--- src/fp_scan_pkg.sv ---
`default_nettype none
package fp_scan_pkg;

	// ********************************************************************
	// Display geometry
	// ********************************************************************
	localparam int NUM_DIGITS       = 12;
	localparam int NUM_ANNUN        = 3;
	localparam int NUM_SLOTS        = NUM_DIGITS + NUM_ANNUN;
	localparam int SEG_W            = 8;
	localparam int CNT_W            = 4;
	localparam int DEC_W            = 16;
	localparam logic [CNT_W-1:0] CNT_LAST = 4'he;
	localparam logic [CNT_W-1:0] CNT_ZERO = 4'h0;

	// ********************************************************************
	// Keyboard geometry
	// ********************************************************************
	localparam int ROWS             = 4;
	localparam int COLS             = 7;
	localparam logic [ROWS-1:0] ROW_FIRST = 4'he;
	localparam logic [ROWS-1:0] ROW_IDLE  = 4'hf;
	localparam logic [COLS-1:0] COL_IDLE  = 7'h7f;

	// ********************************************************************
	// Timing at 100 MHz
	// ********************************************************************
	localparam int CLK_NS           = 10;
	localparam int SCAN_PERIOD_NS   = 1000;
	localparam int SCAN_DIV         = SCAN_PERIOD_NS / CLK_NS;
	localparam int KEY_PERIOD_NS    = 2000;
	localparam int KEY_DIV          = KEY_PERIOD_NS / CLK_NS;
	localparam int DEBOUNCE_NS      = 5000;
	localparam int DEBOUNCE_CYC     = (DEBOUNCE_NS + CLK_NS - 1) / CLK_NS;
	localparam int DIV_W            = 16;

	// One-hot digit decode; slot number in, digit driver select out.
	function automatic logic [DEC_W-1:0] digit_onehot(
		input logic [CNT_W-1:0] idx
	);
		digit_onehot = {{(DEC_W-1){1'b0}}, 1'b1} << idx;
	endfunction

endpackage
`default_nettype wire
--- src/fp_link_if.sv ---
`timescale 1ns/10ps
`default_nettype none
interface fp_link_if;
	import fp_scan_pkg::*;
	logic            scan_update_select;
	logic            host_step_clock;
	logic            counter_clear_load;
	logic            key_read_scan_select;
	logic [SEG_W-1:0] host_seg_data;
	logic            key_interrupt;
	logic [COLS-1:0] column_data_buffer;

	modport device (
		input  scan_update_select, host_step_clock, counter_clear_load,
		input  key_read_scan_select, host_seg_data,
		output key_interrupt, column_data_buffer
	);
	modport host (
		output scan_update_select, host_step_clock, counter_clear_load,
		output key_read_scan_select, host_seg_data,
		input  key_interrupt, column_data_buffer
	);
endinterface
`default_nettype wire

--- src/fp_divider.sv ---
`timescale 1ns/10ps
`default_nettype none
module fp_divider
	import fp_scan_pkg::*;
#(
	parameter int DIV = 100
)(
	// Clock and reset
	input  wire logic i_sys_clk,
	input  wire logic i_srst,
	// Control
	input  wire logic i_run,
	output logic      o_tick
);
	logic [DIV_W-1:0] count;
	wire              at_end = (count == DIV_W'(DIV - 1));

	// Counting pauses while not running, so a halted scan resumes in phase.
	always_ff @(posedge i_sys_clk)
	begin
		if (i_srst)
		begin
			count  <= '0;
			o_tick <= 1'b0;
		end
		else
		begin
			o_tick <= i_run & at_end;
			if (i_run)
				count <= at_end ? '0 : count + 1'b1;
		end
	end
endmodule // fp_divider
`default_nettype wire

--- src/fp_panel_device.sv ---
`timescale 1ns/10ps
`default_nettype none
// Notes on behaviour
// Segment lit only when digit and segment on.
// Display is in self-scan or update mode.
// Scan tick advances counter, selects one digit.
// Counter decoded four-to-sixteen one-hot.
// Enabled digit shows its memory segment bits.
// Blank interval after each scan tick.
// Gate lamp lit for whole gate time.
// Host drives update select low.
// Update mode steps counter on host clock.
// Host clears counter with clear and pulse.
// Keyboard is in self-scan or read mode.
// Rows driven low one at a time.
// Low column asserts detect, halts scan.
// Debounced key raises host interrupt.
// Read mode enables buffer, host clocks rows.
// Host steps exactly one full row scan.
// Matrix four rows by seven columns, pulled high.
// Annunciator groups scanned as extra digits.
// Single low row bit circulates and wraps.
// Debounce counts continuous detect cycles.
module fp_panel_device
	import fp_scan_pkg::*;
#(
	parameter int SCAN_DIVIDE  = SCAN_DIV,
	parameter int KEY_DIVIDE   = KEY_DIV,
	parameter int DEBOUNCE_LEN = DEBOUNCE_CYC
)(
	// Clock and reset
	input  wire logic              i_sys_clk,
	input  wire logic              i_srst,
	// Host link
	fp_link_if.device              link,
	// Panel controls
	input  wire logic [DIV_W-1:0]  i_intensity_adjust,
	input  wire logic              i_gate_active,
	input  wire logic [COLS-1:0]   i_key_columns,
	// Panel drives
	output logic [DEC_W-1:0]       o_digit_drive,
	output logic [SEG_W-1:0]       o_segment_drive,
	output logic                   o_gate_lamp,
	output logic [ROWS-1:0]        o_key_rows_n
);
	// ********************************************************************
	// Storage and state
	// ********************************************************************
	logic [SEG_W-1:0] seg_mem [NUM_SLOTS];
	logic [CNT_W-1:0] digit_counter;
	logic [DIV_W-1:0] blank_count;
	logic             step_d;
	logic             key_step_d;
	logic             read_d;
	logic [ROWS-1:0]  row_shift_register;
	logic [DIV_W-1:0] debounce_count;
	logic             key_irq;
	logic [COLS-1:0]  col_hold;
	logic             scan_tick;
	logic             key_tick;

	// ********************************************************************
	// Decode
	// ********************************************************************
	// Update mode is entered by the host pulling its select low.
	wire update_mode   = ~link.scan_update_select;
	wire step_rise     = link.host_step_clock & ~step_d;
	wire key_step_rise = link.host_step_clock & ~key_step_d;
	wire read_mode     = link.key_read_scan_select;
	// Any column pulled low while its row is grounded is a detect.
	wire key_detect    = (i_key_columns != COL_IDLE);
	wire disp_advance  = update_mode ? step_rise : scan_tick;
	wire counter_wrap  = (digit_counter == CNT_LAST);
	wire [CNT_W-1:0] counter_next = counter_wrap ? CNT_ZERO
		: digit_counter + 1'b1;
	wire blanked       = (blank_count != '0);
	wire slot_valid    = (digit_counter < CNT_W'(NUM_SLOTS));
	wire [ROWS-1:0] next_rows = {row_shift_register[ROWS-2:0],
		row_shift_register[ROWS-1]};
	wire row_advance   = read_mode ? key_step_rise : key_tick;
	wire read_enter    = read_mode & ~read_d;
	wire debounced     = (debounce_count == DIV_W'(DEBOUNCE_LEN));

	// Scan clocks; the key scan halts while a key is detected.
	fp_divider #(.DIV(SCAN_DIVIDE)) u_scan_div (
		.i_sys_clk (i_sys_clk),
		.i_srst    (i_srst),
		.i_run     (~update_mode),
		.o_tick    (scan_tick)
	);
	fp_divider #(.DIV(KEY_DIVIDE)) u_key_div (
		.i_sys_clk (i_sys_clk),
		.i_srst    (i_srst),
		.i_run     (~read_mode & ~key_detect),
		.o_tick    (key_tick)
	);

	// ********************************************************************
	// Display counter and memory
	// ********************************************************************
	// The counter clears on a host step while clear is high.
	always_ff @(posedge i_sys_clk)
	begin
		if (i_srst)
		begin
			digit_counter <= CNT_ZERO;
			step_d        <= 1'b0;
		end
		else
		begin
			step_d <= link.host_step_clock;
			if (update_mode && step_rise && link.counter_clear_load)
				digit_counter <= CNT_ZERO;
			else if (disp_advance)
				digit_counter <= counter_next;
		end
	end

	// Host loads the slot addressed by the counter, then steps on.
	always_ff @(posedge i_sys_clk)
	begin
		if (i_srst)
		begin
			for (int i = 0; i < NUM_SLOTS; i++)
				seg_mem[i] <= '0;
		end
		else if (update_mode && step_rise && !link.counter_clear_load
			&& slot_valid)
			seg_mem[digit_counter] <= link.host_seg_data;
	end

	// ********************************************************************
	// Drives and blanking
	// ********************************************************************
	// Blanking trades brightness for duty; a long adjust dims the panel.
	always_ff @(posedge i_sys_clk)
	begin
		if (i_srst)
			blank_count <= '0;
		else if (disp_advance)
			blank_count <= i_intensity_adjust;
		else if (blanked)
			blank_count <= blank_count - 1'b1;
	end

	// Digit and segment are both gated, so nothing lights while blanked, in update mode or past the last slot.
	always_ff @(posedge i_sys_clk)
	begin
		if (i_srst)
		begin
			o_digit_drive   <= '0;
			o_segment_drive <= '0;
			o_gate_lamp     <= 1'b0;
		end
		else
		begin
			o_gate_lamp <= i_gate_active;
			if (update_mode || blanked || !slot_valid)
			begin
				o_digit_drive   <= '0;
				o_segment_drive <= '0;
			end
			else
			begin
				o_digit_drive   <= digit_onehot(digit_counter);
				o_segment_drive <= seg_mem[digit_counter];
			end
		end
	end

	// ********************************************************************
	// Keyboard
	// ********************************************************************
	// One grounded row circulates; detect freezes it via the divider.
	// A read restarts at the first row, else the host could not tell
	// which row its step count stands on after a halted scan.
	always_ff @(posedge i_sys_clk)
	begin
		if (i_srst)
		begin
			row_shift_register <= ROW_FIRST;
			key_step_d         <= 1'b0;
			read_d             <= 1'b0;
		end
		else
		begin
			key_step_d <= link.host_step_clock;
			read_d     <= read_mode;
			if (read_enter)
				row_shift_register <= ROW_FIRST;
			else if (row_advance)
				row_shift_register <= next_rows;
		end
	end

	// Debounce needs an unbroken detect; any release restarts it.
	always_ff @(posedge i_sys_clk)
	begin
		if (i_srst)
		begin
			debounce_count <= '0;
			key_irq        <= 1'b0;
			col_hold       <= COL_IDLE;
		end
		else
		begin
			if (!key_detect)
				debounce_count <= '0;
			else if (!debounced)
				debounce_count <= debounce_count + 1'b1;
			key_irq  <= key_detect & debounced;
			col_hold <= read_mode ? i_key_columns : COL_IDLE;
		end
	end

	// Outputs and link answers come straight from their registers.
	assign o_key_rows_n            = row_shift_register;
	assign link.key_interrupt      = key_irq;
	assign link.column_data_buffer = col_hold;
endmodule // fp_panel_device
`default_nettype wire

--- src/flat_wrapper.sv ---
// flat-port wrapper written by rule: the top's interface ports become plain ports
module fp_panel_device_flat import fp_scan_pkg::*;
#(
	parameter int SCAN_DIVIDE  = SCAN_DIV,
	parameter int KEY_DIVIDE   = KEY_DIV,
	parameter int DEBOUNCE_LEN = DEBOUNCE_CYC
)
  (i_sys_clk, i_srst, i_intensity_adjust, i_gate_active, i_key_columns, o_digit_drive, o_segment_drive, o_gate_lamp, o_key_rows_n, link_scan_update_select, link_host_step_clock, link_counter_clear_load, link_key_read_scan_select, link_host_seg_data, link_key_interrupt, link_column_data_buffer);
  fp_link_if link_i ();
  input  wire logic i_sys_clk;
  input  wire logic i_srst;
  input  wire logic [DIV_W-1:0] i_intensity_adjust;
  input  wire logic i_gate_active;
  input  wire logic [COLS-1:0] i_key_columns;
  output logic [DEC_W-1:0] o_digit_drive;
  output logic [SEG_W-1:0] o_segment_drive;
  output logic o_gate_lamp;
  output logic [ROWS-1:0] o_key_rows_n;
  input wire logic [$bits(link_i.scan_update_select)-1:0] link_scan_update_select;
  input wire logic [$bits(link_i.host_step_clock)-1:0] link_host_step_clock;
  input wire logic [$bits(link_i.counter_clear_load)-1:0] link_counter_clear_load;
  input wire logic [$bits(link_i.key_read_scan_select)-1:0] link_key_read_scan_select;
  input wire logic [$bits(link_i.host_seg_data)-1:0] link_host_seg_data;
  output wire logic [$bits(link_i.key_interrupt)-1:0] link_key_interrupt;
  output wire logic [$bits(link_i.column_data_buffer)-1:0] link_column_data_buffer;
  assign link_i.scan_update_select = link_scan_update_select;
  assign link_i.host_step_clock = link_host_step_clock;
  assign link_i.counter_clear_load = link_counter_clear_load;
  assign link_i.key_read_scan_select = link_key_read_scan_select;
  assign link_i.host_seg_data = link_host_seg_data;
  assign link_key_interrupt = link_i.key_interrupt;
  assign link_column_data_buffer = link_i.column_data_buffer;
  fp_panel_device #(.SCAN_DIVIDE(SCAN_DIVIDE), .KEY_DIVIDE(KEY_DIVIDE), .DEBOUNCE_LEN(DEBOUNCE_LEN)) u_core (.i_sys_clk(i_sys_clk), .i_srst(i_srst), .link(link_i), .i_intensity_adjust(i_intensity_adjust), .i_gate_active(i_gate_active), .i_key_columns(i_key_columns), .o_digit_drive(o_digit_drive), .o_segment_drive(o_segment_drive), .o_gate_lamp(o_gate_lamp), .o_key_rows_n(o_key_rows_n));
endmodule
--- config.mk ---
export PLATFORM = sky130hd
export DESIGN_NAME = fp_panel_device_flat
export DESIGN_NICKNAME = d
export VERILOG_FILES = /design/src/fp_scan_pkg.sv /design/src/fp_link_if.sv /design/src/fp_divider.sv /design/src/fp_panel_device.sv /design/src/flat_wrapper.sv
export SDC_FILE = /design/constraint.sdc
export NUM_CORES = 1
export LEC_CHECK = 0
export ABC_AREA = 1
export BUFFER_PORTS_ARGS = -buffer_cell sky130_fd_sc_hd__buf_2
export CAP_MARGIN = 20
export CORE_MARGIN = 3
export CORE_UTILIZATION = 30
export CTS_BUF_LIST = sky130_fd_sc_hd__clkbuf_4 sky130_fd_sc_hd__clkbuf_8
export CTS_CLUSTER_SIZE = 8
export DETAILED_ROUTE_END_ITERATION = 7
export GPL_ROUTABILITY_DRIVEN = 0
export PLACE_DENSITY = 0.49
export SYNTH_ARGS = -nofsm -noshare
export SYNTH_HDL_FRONTEND = slang
export SYNTH_SLANG_ARGS = --single-unit
--- constraint.sdc ---
create_clock -name i_sys_clk -period 4.7 [get_ports i_sys_clk]
set_input_delay 0.94 -clock i_sys_clk [delete_from_list [all_inputs] [get_ports i_sys_clk]]
set_output_delay 0.94 -clock i_sys_clk [all_outputs]
set_load 0.01 [all_outputs]
==> run metrics <==
post_cts resized=0; P_leak=5.17 nW; post-synthesis mux area share=0.0929%; Max stage delay cell, worst path=dfxtp_1; Period minus WS final=3.08 ns; DIE WIDTH=196 um; multi-input logic area=0.00419 mm^2; outcome=completed; cts hold-fix bufs=0; crit-path cells=inv_2 -> nor2_4 -> nand3_1 -> nand2_1; critical path data arrival time=3.31 ns; chip height=196 um; Clock Power Share=40.7%; VDD IR max=197 uV; largest family of logic cells by synthesized area=simple AND/OR/NAND/NOR gates; gr ovfl total=0; FP Rows=68; Fin. Hold Viols=0; Adder-Cell Fraction of Synth Area=0.929%; RSZ-0062 raised after global routing=false; setup ws final=1.62 ns; htree depth=2; DRT Pass-1 Iters=5; Net Sw Frac=26.9%; CP Launch Type=flop; Req. time, crit path=4.93 ns; clock buffer depth=3; post-CTS setup buffer count=0; Worst Path Class, Setup=reg -> reg; Routed Antenna Nets=0; dominant cells by area after synthesis=edfxtp_1, dfxtp_1, nand2_1; CTS sink count=237; Initial DRC Count=731; Setup crit end kind=flop; Synth Register Bits=237; clk slew on worst S/H paths=0.06 ns; area share of xor/xnor cells in the synthesized design=0.894%; post-synthesis simple-gate area fraction=31.9%; sequential cell area fraction in the yosys report=55.9%; syn avg cell area=8.14 um^2; CTS Buf Count=44; WHS=0.468 ns; Top FF cell, synth=edfxtp_1; share of cells above drive strength 1=12.8%; max-capacitance violation count=0; power per cell area=390 mW/mm^2; Hold Path Class=reg -> reg; FILL cells=3650; Port Buf Inserts=74; setup violators final=0; first-pass GRT wire length=46300 um; HPWL after DPL=19600 um; TritonCTS clock tree=built; vias in the first global route=8523; Slew @ Worst Pin=1.10 ns; Tcrit/Tclk final=65.5%; die area=0.0382 mm^2; clock root cell=clkbuf_8; Sequential Power Share=47.9%; Via density=4.66; Initial Util=30.8%; setup_tns=0 ns; Slew Limit Fails=0; WL final=29100 um; drt drc=0; Post-synth ARST share=0%; Psw=0.00131 W; Synth Area in Compound Gates=4.71%; Net count, final=1462; Post-synth EDFFs=128; detailed-route wire length per cell=15.3 um; largest net degree at the start of global routing=36; Core Area=0.0350 mm^2; Crit path max-delay family=simple AND/OR/NAND/NOR gates; GRT Overall Usage=15.2%; number of synthesis warnings=0; worst-path fanout max=25; Layout area overhead=15.7%; Crit path buffers/inverters=1; top cell type's share of synthesized area=35.7%; Synth Cell Area=0.0108 mm^2; Sequential Area=0.00603 mm^2; Slew headroom=26.9%; Mapped Cells=1324; pre-CTS setup slack=1.36 ns; later-pin clock latency in the skew report=0.57 ns; Post-synth top cells=nand2_1, nor2_1, edfxtp_1; cell taking the most area after synthesis=edfxtp_1; max incr delay on CP=0.89 ns; final worst clock skew=0.0142 ns; # IOs=75; max frequency=0.325 GHz; n_diodes=0; most frequent cell after synthesis=nand2_1; Yosys cell types=35; initial antenna violation count=0; logic gate share of total power=11.4%; vias=8875; cell internal pwr=0.00355 W
## worst paths after layout
kind | endpoint | cells past startpoint | slack (ns) | from
worst min-delay path | u_core.debounce_count[13]$_SDFFE_PP0N_ | 2 | 0.47 | u_core.debounce_count[13]$_SDFFE_PP0N_
worst max-delay path | u_core.seg_mem[13][2]$_SDFFCE_PN0P_ | 4 | 1.62 | u_core.digit_counter[0]$_SDFFE_PP0P_
worst min register to register | u_core.debounce_count[13]$_SDFFE_PP0N_ | 2 | 0.47 | u_core.debounce_count[13]$_SDFFE_PP0N_
worst max register to register | u_core.seg_mem[13][2]$_SDFFCE_PN0P_ | 4 | 1.62 | u_core.digit_counter[0]$_SDFFE_PP0P_
## cell families after synthesis
family	Yosys count
flip-flops	237
adder cells (fa/ha/maj)	8
AND/OR/NAND/NOR	828
multiplexers	1
XOR/XNOR	11
buffers and inverters	142
other	1
AO/OA/AOI/OAI	96
## cell usage in the layout, fill, tap and decap left out, drive strengths merged, types with 2 or more instances in the layout
master	n
a31oi	2
nor3b	2
o21ai	33
nand3b	3
xor2	6
xnor2	5
a211oi	3
edfxtp	128
clkinv	8
dfxtp	109
nor3	23
nand4	36
or2	5
nand3	76
nand2	378
nor2	305
buf	83
a21oi	51
clkbuf	70
conb	8
inv	97
o21bai	4
ha	8
## power groups by stage
| stage | Clock, W | Combinational [W] | Sequential (W) |
|---|---|---|---|
| floorplan | 0 | 0.000404 | 0.00235 |
| global placement | 0 | 0.000554 | 0.00237 |
| detailed placement | 0 | 0.000551 | 0.00237 |
| CTS | 0.00204 | 0.000554 | 0.00233 |
| global route | 0.00214 | 0.000637 | 0.00234 |
| finish | 0.00198 | 0.000553 | 0.00233 |
## per-layer routing
metal	routed length (um)	share of wire, %	vias to the layer above	GRT usage (%)
met5	0	0	-	0
met4	658	2.3	0	4.57
met3	1680	5.8	49	3.07
met2	13300	45	242	24.5
met1	13600	47	4107	20.7
li1	-	-	4477	-
## state kept, by name, indices dropped and copies added, names as in the netlist, 4 cells and up
register                        cells
u_core.o_segment_drive              8
u_core.seg_mem                    128
u_core.u_scan_div.count            16
u_core.link.column_data_buffer      7
u_core.blank_count                 16
u_core.o_digit_drive               16
u_core.u_key_div.count             16
u_core.digit_counter                4
u_core.debounce_count              16
u_core.o_key_rows_n                 4
## worst min-delay path: stages, from the launching register on
cell	delay [ns]
dfxtp_1	0.31
nand2_1	0.06
a21oi_1	0.05
## through the flow
step | util, % | total power [W] | instance area (um^2) | instances
global placement | 33.1 | 0.00293 | 11600 | 1824
detailed placement | 33.1 | 0.00292 | 11600 | 1824
floorplan | - | 0.00275 | 10800 | 1331
finish | 35.7 | 0.00486 | 12500 | 1903
CTS | 35.6 | 0.00493 | 12400 | 1902
global route | 35.7 | 0.00512 | 12500 | 1903
## area by class of cell
| type | instances | area share (%) |
|---|---|---|
| flip-flops and latches | 237 | 48.3 |
| multi-input cells | 952 | 33.5 |
| clock buffers | 70 | 6.67 |
| well taps | 455 | 4.56 |
| repair buffers | 83 | 3.67 |
| inverters | 98 | 2.95 |
| clock inverters | 8 | 0.301 |
Note: power is estimated with default switching activity, not from simulation.
